File: config.mk
export PLATFORM = sky130hd
export DESIGN_NAME = four_channel_dma_control
export DESIGN_NICKNAME = d
export VERILOG_FILES = /design/src/core/four_channel_dma_control.v
export VERILOG_INCLUDE_DIRS = /design/src /design/src/core
export SDC_FILE = /design/constraint.sdc
export NUM_CORES = 1
export LEC_CHECK = 0
export BUFFER_PORTS_ARGS = -buffer_cell sky130_fd_sc_hd__buf_2
export CAP_MARGIN = 10
export CORE_MARGIN = 2
export CORE_UTILIZATION = 55
export CTS_CLUSTER_DIAMETER = 40
export CTS_CLUSTER_SIZE = 12
export DETAILED_ROUTE_END_ITERATION = 10
export PLACE_DENSITY = 0.87
export SYNTH_ARGS = -nofsm -noshare
export SYNTH_HDL_FRONTEND = slang
export SYNTH_SLANG_ARGS = --single-unit
File: constraint.sdc
create_clock -name sys_clk -period 3.2 [get_ports sys_clk]
set_input_delay 0.48 -clock sys_clk [delete_from_list [all_inputs] [get_ports sys_clk]]
set_output_delay 0.48 -clock sys_clk [all_outputs]
set_load 0.05 [all_outputs]
File: src/core/four_channel_dma_control_defines.vh
// register map, field layout and reset values of the four-channel dma control block
`ifndef FOUR_CHANNEL_DMA_CONTROL_DEFINES_VH
`define FOUR_CHANNEL_DMA_CONTROL_DEFINES_VH

// byte addresses; control and count words are four apart per channel
`define DMA_CTRL_BASE    8'h00
`define DMA_COUNT_BASE   8'h10
`define DMA_RESTART_ADDR 8'h20
`define DMA_WAIT_ADDR    8'h24
`define DMA_STAT_ADDR    8'h28
`define DMA_MASK_ADDR    8'h2c
`define DMA_CHAN_MASK    8'hf3

// control register fields
`define CTL_ENABLE_BIT   0
`define CTL_INIT_BIT     1
`define CTL_SWTRIG_BIT   2
`define CTL_MODE_LO      3
`define CTL_MODE_HI      4
`define CTL_TWOCYC_BIT   5
`define CTL_TC_BIT       7

// transfer modes
`define DMA_MODE_SINGLE  2'h0
`define DMA_MODE_STEP    2'h1
`define DMA_MODE_BLOCK   2'h2

// system wait setting codes and strobe widths in clocks
`define WAIT_RESET       8'h77
`define WAIT_CODE_2CLK   8'h11
`define WAIT_CODE_3CLK   8'h12
`define WAIT_CODE_4CLK   8'h13
`define WAIT_CODE_5CLK   8'h14
`define WAIT_CODE_8CLK   8'h77
`define STROBE_2CLK      4'h2
`define STROBE_3CLK      4'h3
`define STROBE_4CLK      4'h4
`define STROBE_5CLK      4'h5
`define STROBE_8CLK      4'h8

`endif

File: src/core/four_channel_dma_control.v
// control logic of a four-channel dma engine with register port
`timescale 1ns/10ps
`include "four_channel_dma_control_defines.vh"

module four_channel_dma_control #(
  parameter COUNT_W = 16
) (
  input  wire               sys_clk,
  input  wire               reset_n,
  input  wire [7:0]         regAddr,
  input  wire [31:0]        regWdata,
  input  wire               regWrite,
  input  wire               regRead,
  output reg  [31:0]        regRdata_r,
  input  wire [3:0]         periphXferReq,
  output reg                xferBusy_r,
  output reg  [1:0]         xferChannel_r,
  output reg                xferTwoCycle_r,
  output reg                xferPhase_r,
  output reg                xferStrobe_r,
  output reg                xferLast_r,
  output reg  [3:0]         strobeWidth_r,
  output reg  [3:0]         transferEndPulse_r,
  output reg                irq_r
);

  localparam ST_IDLE = 1'b0;           // waiting for a channel to ask
  localparam ST_RUN  = 1'b1;           // strobe phase in progress

  // per-channel state
  reg  [COUNT_W-1:0] progCount_r [0:3]; // programmed count, transfers minus one
  reg  [COUNT_W-1:0] remCount_r  [0:3]; // remaining count of running sequence
  reg  [1:0]         mode_r      [0:3]; // transfer mode per channel
  reg  [3:0]         enable_r;          // channel enable bits
  reg  [3:0]         twoCycle_r;        // 1: 2-cycle, 0: flyby
  reg  [3:0]         swTrig_r;          // pending software trigger
  reg  [3:0]         stepArm_r;         // request edge waiting in step mode
  reg  [3:0]         blockRun_r;        // block sequence started
  reg  [3:0]         newSeq_r;          // next enable starts a fresh count
  reg  [3:0]         tcFlag_r;          // terminal-count flags
  reg  [3:0]         reqPrev_r;         // request delayed for edge detect

  // shared state
  reg  [7:0]         waitSet_r;         // system wait setting
  reg  [3:0]         intStat_r;         // sticky end-of-transfer status
  reg  [3:0]         intMask_r;         // 1 lets a status bit interrupt
  reg                state_r;           // engine state
  reg  [3:0]         strobeCnt_r;       // clocks of current strobe phase

  // decode and arbitration
  reg  [1:0]         wordChan;          // channel addressed by the word
  reg                ctrlHit;           // address hits a control word
  reg                countHit;          // address hits a count word
  reg  [3:0]         want;              // channels ready for a transfer
  reg                grantAny;          // some channel wants the bus
  reg  [1:0]         grantIdx;          // winning channel
  reg                trig;              // request term of one channel
  reg                initWrite;         // initialise bit written this cycle
  reg                startOk;           // a transfer begins this cycle
  reg                xferDone;          // last strobe clock of a transfer
  reg                abortRun;          // initialise kills running transfer
  reg  [3:0]         strobeNxt;         // decoded strobe width
  reg  [31:0]        readNxt;           // read data for next cycle
  wire [3:0]         reqEdge;           // rising request edges

  integer i;                            // loop index, comb
  integer j;                            // loop index, clocked

  assign reqEdge = periphXferReq & ~reqPrev_r;

  // address decode; only aligned words are mapped
  always @* begin
    wordChan = regAddr[3:2];
    ctrlHit  = (regAddr & `DMA_CHAN_MASK) == `DMA_CTRL_BASE;
    countHit = (regAddr & `DMA_CHAN_MASK) == `DMA_COUNT_BASE;
    initWrite = regWrite & ctrlHit & regWdata[`CTL_INIT_BIT];
  end

  // decode the wait setting into the strobe width
  always @* begin
    case (waitSet_r)
      `WAIT_CODE_2CLK: strobeNxt = `STROBE_2CLK;
      `WAIT_CODE_3CLK: strobeNxt = `STROBE_3CLK;
      `WAIT_CODE_4CLK: strobeNxt = `STROBE_4CLK;
      `WAIT_CODE_5CLK: strobeNxt = `STROBE_5CLK;
      `WAIT_CODE_8CLK: strobeNxt = `STROBE_8CLK;
      // undefined codes fall back to the slowest, safe width
      default:         strobeNxt = `STROBE_8CLK;
    endcase
  end

  // which channels are ready, fixed priority with channel 0 highest
  always @* begin
    want = 4'h0;
    trig = 1'b0;
    grantIdx = 2'h0;
    for (i = 0; i < 4; i = i + 1) begin
      if (mode_r[i] == `DMA_MODE_STEP)
        trig = stepArm_r[i];
      else
        trig = periphXferReq[i];
      want[i] = enable_r[i] & (blockRun_r[i] | swTrig_r[i] | trig);
    end
    for (i = 3; i >= 0; i = i - 1) begin
      if (want[i])
        grantIdx = i[1:0];
    end
    grantAny = |want;
  end

  // engine timing terms
  always @* begin
    // an initialise of the channel about to start wins over the start
    startOk  = (state_r == ST_IDLE) & grantAny & ~(initWrite & (grantIdx == wordChan));
    abortRun = (state_r == ST_RUN) & initWrite & (xferChannel_r == wordChan);
    xferDone = (state_r == ST_RUN) & ~abortRun & (strobeCnt_r >= strobeWidth_r)
             & (~xferTwoCycle_r | xferPhase_r);
  end

  // read mux; reading has its side effect in the clocked process
  always @* begin
    readNxt = 32'h0000_0000;
    if (ctrlHit) begin
      readNxt[`CTL_ENABLE_BIT] = enable_r[wordChan];
      readNxt[`CTL_SWTRIG_BIT] = swTrig_r[wordChan];
      readNxt[`CTL_MODE_HI:`CTL_MODE_LO] = mode_r[wordChan];
      readNxt[`CTL_TWOCYC_BIT] = twoCycle_r[wordChan];
      readNxt[`CTL_TC_BIT] = tcFlag_r[wordChan];
    end else if (countHit) begin
      readNxt[15:0]  = remCount_r[wordChan];
      readNxt[31:16] = progCount_r[wordChan];
    end else if (regAddr == `DMA_RESTART_ADDR) begin
      readNxt[3:0] = enable_r;
    end else if (regAddr == `DMA_WAIT_ADDR) begin
      readNxt[7:0] = waitSet_r;
    end else if (regAddr == `DMA_STAT_ADDR) begin
      readNxt[3:0] = intStat_r;
    end else if (regAddr == `DMA_MASK_ADDR) begin
      readNxt[3:0] = intMask_r;
    end
  end

  // all state; later assignments in this process take priority
  always @(posedge sys_clk or negedge reset_n) begin
    if (!reset_n) begin
      for (j = 0; j < 4; j = j + 1) begin
        progCount_r[j] <= {COUNT_W{1'b0}};
        remCount_r[j]  <= {COUNT_W{1'b0}};
        mode_r[j]      <= `DMA_MODE_SINGLE;
      end
      enable_r       <= 4'h0;
      twoCycle_r     <= 4'h0;
      swTrig_r       <= 4'h0;
      stepArm_r      <= 4'h0;
      blockRun_r     <= 4'h0;
      newSeq_r       <= 4'hf;
      tcFlag_r       <= 4'h0;
      reqPrev_r      <= 4'h0;
      waitSet_r      <= `WAIT_RESET;
      intStat_r      <= 4'h0;
      intMask_r      <= 4'h0;
      state_r        <= ST_IDLE;
      strobeCnt_r    <= 4'h0;
      regRdata_r     <= 32'h0000_0000;
      xferBusy_r     <= 1'b0;
      xferChannel_r  <= 2'h0;
      xferTwoCycle_r <= 1'b0;
      xferPhase_r    <= 1'b0;
      xferStrobe_r   <= 1'b0;
      xferLast_r     <= 1'b0;
      strobeWidth_r  <= `STROBE_8CLK;
      transferEndPulse_r <= 4'h0;
      irq_r          <= 1'b0;
    end else begin
      // defaults: pulses drop, read data stand one cycle only
      transferEndPulse_r <= 4'h0;
      regRdata_r <= 32'h0000_0000;
      reqPrev_r  <= periphXferReq;
      strobeWidth_r <= strobeNxt;
      irq_r <= |(intStat_r & intMask_r);

      // step mode arms on each new request edge
      for (j = 0; j < 4; j = j + 1) begin
        if (reqEdge[j])
          stepArm_r[j] <= 1'b1;
      end

      // transfer engine
      case (state_r)
        ST_IDLE: begin
          if (startOk) begin
            state_r        <= ST_RUN;
            xferBusy_r     <= 1'b1;
            xferStrobe_r   <= 1'b1;
            xferChannel_r  <= grantIdx;
            xferTwoCycle_r <= twoCycle_r[grantIdx];
            xferPhase_r    <= 1'b0;
            strobeCnt_r    <= 4'h1;
            xferLast_r     <= (remCount_r[grantIdx] == {COUNT_W{1'b0}});
            // one trigger or edge buys one transfer
            swTrig_r[grantIdx] <= 1'b0;
            if (!reqEdge[grantIdx])
              stepArm_r[grantIdx] <= 1'b0;
            // block runs to the end once started
            if (mode_r[grantIdx] == `DMA_MODE_BLOCK)
              blockRun_r[grantIdx] <= 1'b1;
          end
        end
        ST_RUN: begin
          if (abortRun || xferDone) begin
            state_r      <= ST_IDLE;
            xferBusy_r   <= 1'b0;
            xferStrobe_r <= 1'b0;
            xferPhase_r  <= 1'b0;
            xferLast_r   <= 1'b0;
            strobeCnt_r  <= 4'h0;
          end else if (strobeCnt_r >= strobeWidth_r) begin
            // 2-cycle: read phase over, start the write phase
            xferPhase_r <= 1'b1;
            strobeCnt_r <= 4'h1;
          end else begin
            strobeCnt_r <= strobeCnt_r + 4'h1;
          end
        end
        default: begin
          state_r <= ST_IDLE;
        end
      endcase

      // register writes
      if (regWrite) begin
        if (ctrlHit) begin
          mode_r[wordChan]     <= regWdata[`CTL_MODE_HI:`CTL_MODE_LO];
          twoCycle_r[wordChan] <= regWdata[`CTL_TWOCYC_BIT];
          if (regWdata[`CTL_SWTRIG_BIT])
            swTrig_r[wordChan] <= 1'b1;
          if (regWdata[`CTL_INIT_BIT]) begin
            enable_r[wordChan]   <= 1'b0;
            blockRun_r[wordChan] <= 1'b0;
            swTrig_r[wordChan]   <= 1'b0;
            stepArm_r[wordChan]  <= 1'b0;
            newSeq_r[wordChan]   <= 1'b1;
            remCount_r[wordChan] <= progCount_r[wordChan];
          end else begin
            enable_r[wordChan] <= regWdata[`CTL_ENABLE_BIT];
            // rewrite of a set bit reloads nothing
            if (regWdata[`CTL_ENABLE_BIT] && !enable_r[wordChan] && newSeq_r[wordChan]) begin
              remCount_r[wordChan] <= progCount_r[wordChan];
              newSeq_r[wordChan]   <= 1'b0;
            end
          end
        end else if (countHit) begin
          progCount_r[wordChan] <= regWdata[COUNT_W-1:0];
        end else if (regAddr == `DMA_RESTART_ADDR) begin
          for (j = 0; j < 4; j = j + 1) begin
            enable_r[j] <= regWdata[j];
            if (regWdata[j] && !enable_r[j] && newSeq_r[j]) begin
              remCount_r[j] <= progCount_r[j];
              newSeq_r[j]   <= 1'b0;
            end
          end
        end else if (regAddr == `DMA_WAIT_ADDR) begin
          waitSet_r <= regWdata[7:0];
        end else if (regAddr == `DMA_STAT_ADDR) begin
          intStat_r <= intStat_r & ~regWdata[3:0];
        end else if (regAddr == `DMA_MASK_ADDR) begin
          intMask_r <= regWdata[3:0];
        end
      end

      // register reads
      if (regRead) begin
        regRdata_r <= readNxt;
        if (ctrlHit)
          tcFlag_r[wordChan] <= 1'b0;
      end

      // completion comes last so a terminal event beats any clear
      if (xferDone) begin
        if (remCount_r[xferChannel_r] == {COUNT_W{1'b0}}) begin
          enable_r[xferChannel_r]   <= 1'b0;
          blockRun_r[xferChannel_r] <= 1'b0;
          newSeq_r[xferChannel_r]   <= 1'b1;
          remCount_r[xferChannel_r] <= progCount_r[xferChannel_r];
          // set wins over same-cycle read clear
          tcFlag_r[xferChannel_r] <= 1'b1;
          intStat_r[xferChannel_r] <= 1'b1;
          transferEndPulse_r[xferChannel_r] <= 1'b1;
        end else begin
          remCount_r[xferChannel_r] <= remCount_r[xferChannel_r] - {{(COUNT_W-1){1'b0}}, 1'b1};
        end
      end
    end
  end

endmodule // four_channel_dma_control

==> flow_metrics.tcl <==
set metrics [dict create \
    outcome "complete, no violations" \
    worst_slew_pin_slew_ns 1.15 \
    total_power_mw 11.9 \
    synth_cell_type_count 73 \
    n_antenna_cell 0 \
    slew_violations 0 \
    start_util_pct 56.0 \
    totalWireLength_um 43100 \
    wl_per_cell_um 25.6 \
    cellPowerDensity_nw_per_um2 770 \
    cp_common_cell "buf_4" \
    r2r-start "xferChannel_r[0]" \
    vdd_drop_max_v 0.000366 \
    fin_crit_sh_pct 96.3 \
    gp_congestion 1.00 \
    clock_path_buffers 3 \
    core_area_um2 23400 \
    fin_util_pct 65.9 \
    synthesis.area_um2 13100 \
    synth.avg_cell_area_um2 10.8 \
    post-dp-hpwl_um 29100 \
    rsz0062_at_grt "false" \
    cts_sinks 236 \
    yosys_warnings 0 \
    cts_tree "built" \
    syn2layout_area_growth_pct 17.6 \
    power_frac_seq_pct 35.6 \
    startpoint "xferChannel_r[0]" \
    leakage_nw 6.84 \
    hp-start "periphXferReq[2]" \
    place_ws_ns 0.00989 \
    worstPathRequired_ns 3.56 \
    multiInputGateArea_um2 6780 \
    hold_viol_final 0 \
    dr.pass1.iters 7 \
    clkTransAtPathRegs_ns 0.05 \
    synth_edf_count 0 \
    clk_latency_ns 0.52 \
    clkPwrFrac_pct 31.2 \
    path_cells "buf_4 -> mux4_2 -> nor3b_4 -> nand4b_4 -> or3_1 -> buf_4 -> mux2i_2 -> a21boi_0" \
    critPathCaptureType "flop" \
    finalNetCount 1391 \
    slew-limit-headroom_pct 23.2 \
    worstSetupPathType "flop to flop" \
    max_freq_mhz 324 \
    cts_buffers 35 \
    fillers 1826 \
    min_path_type "primary input to flop" \
    antenna_left 0 \
    grt_overflow 0 \
    syn_nets 1270 \
    synth_cells 1216 \
    crit_fanout 17 \
    ys_ff_latch 236 \
    die_area_um2 25100 \
    grt_pass1_vias 11500 \
    min_period_ns 3.08 \
    die_w_um 158 \
    io_buffers 79 \
    drt_iter0_drc 1520 \
    crit_arrival_ns 3.44 \
    max_cap_violations 0 \
    drive_gt1_share_pct 31.0 \
    max_stage_delay_ns 0.60 \
    viasPerCell 6.88 \
    switching_share_pct 36.6 \
    io_pins 96 \
    grt_max_degree 85 \
    comb_power_share_pct 33.2 \
    htree_levels 2 \
    die_h_um 158 \
    ctsRootBufferMaster "clkbuf_16" \
    grt_antenna_before_repair 0 \
    grt_pass1_wl_um 66100 \
    r2r_slack_ns 0.12 \
    skew_ns 0.0238 \
    yosys_most_used_dff "dfrtp_1" \
    grt_usage_pct 35.2 \
    drc 0 \
    ys_seq_area_share_pct 45.2 \
    seq_area_um2 5920 \
    std_cell_rows 56 \
    p_switching_mw 4.34 \
    routed-via-count 11600 \
    worst_slack_ns 0.118 \
    fin_setup_tns_ns 0 \
    critPathSlowestCell "mux4_2" \
    setup_viol 0 \
    critPathLaunchType "flop" \
    internal_power_mw 7.53 \
    synth-async-reset-ratio_pct 100 \
    whs_ns 0.110 \
]
repair_timing:
| action | in CTS | in global routing |
|---|---|---|
| setup buffers | 0 | 2 |
| setup endpoints to repair | 1 | 4 |
| hold endpoints to repair | 2 | 0 |
| gates resized for setup | 1 | 3 |
| hold buffers | 1 | 0 |
Yosys cell counts, drive strengths merged, types with 14 or more instances:
cell type  count  area (um2)
a211oi        39         293
a21oi        110         562
a221oi        19         166
buf           35         195
clkbuf        50         188
dfrtp        225        5630
inv           22        82.6
mux2          98        1100
mux2i         36         360
mux4          55        1250
nand2         97         364
nand2b        17         106
nand3         14        70.1
nor2          96         360
nor2b         32         200
nor3          17        90.1
nor4          24         178
o21ai         65         359
layer usage:
metal | wire length (um) | vias to the layer above | GRT usage (%)
met3 | 6100 | 227 | 11.5
met5 | 0 | - | 0
met4 | 2690 | 0 | 18.9
li1 | - | 4795 | -
met1 | 15400 | 5585 | 45.8
met2 | 18900 | 964 | 52.6
worst max-delay path, delay by kind of cell (launching register included):
kind            cells  cell delay (ns)
compound gates      1             0.15
buf+inv             2             0.48
flops               1             0.55
mux                 2             0.90
simple gates        3             0.84
through the flow:
stage / cells / cell area (um2)
floorplan: 1216 / 13100
global placement: 1616 / 14200
detailed placement: 1616 / 14200
CTS: 1679 / 15400
global route: 1681 / 15400
finish: 1681 / 15400
worst paths after layout:
check,cells past startpoint,to
worst min-delay path,1,reqPrev_r[2]
worst max register to register,8,remCount_r[59]
min in group asynchronous,2,enable_r[0]
worst max-delay path,8,remCount_r[59]
worst min register to register,1,xferLast_r
max in group asynchronous,3,strobeWidth_r[3]
cell type report:
cell class                      instances  share of cell area [%]
Multi-Input combinational cell        873                    44.0
Tap cell                              319                    2.59
Clock buffer                           43                    6.20
Clock inverter                         19                    1.14
Timing Repair Buffer                  169                    7.11
Inverter                               22                   0.536
Sequential cell                       236                    38.4
power groups by stage:
stage | Sequential [mW] | Clock, mW | Combinational, mW
after CTS | 4.17 | 3.73 | 3.81
after global placement | 4.17 | 0 | 3.67
after floorplan | 4.03 | 0 | 2.71
after global routing | 4.25 | 3.87 | 4.22
after detailed placement | 4.20 | 0 | 3.77
final | 4.22 | 3.71 | 3.94
kinds of logic (layout without fill, tap and decap cells):
kind of cell	Yosys count	in the layout	share of synthesized area, %
flip-flops	236	236	45.2
adder cells (fa/ha/maj)	6	6	0.573
XOR/XNOR	16	16	1.07
AND/OR/NAND/NOR	352	352	13.6
AO/OA/AOI/OAI	310	310	15.4
buffers and inverters	107	253	3.55
multiplexers	189	189	20.7
state kept, by name, indices dropped and copies added (netlist names), 8 cells and up:
signal / cells
mode_r: 8
progCount_r: 64
regRdata_r: 32
remCount_r: 64
waitSet_r: 8
cell usage in the layout (no fill, tap or decap), types with 39 or more instances in the layout:
| cell type | count |
|---|---|
| buf_2 | 78 |
| dfrtp_1 | 223 |
| o21ai_0 | 56 |
| buf_4 | 88 |
| mux4_2 | 53 |
| a211oi_1 | 39 |
| nor2_1 | 95 |
| mux2_2 | 98 |
| a21oi_1 | 108 |
| nand2_1 | 97 |
Note: power is estimated with default switching activity, not from simulation.
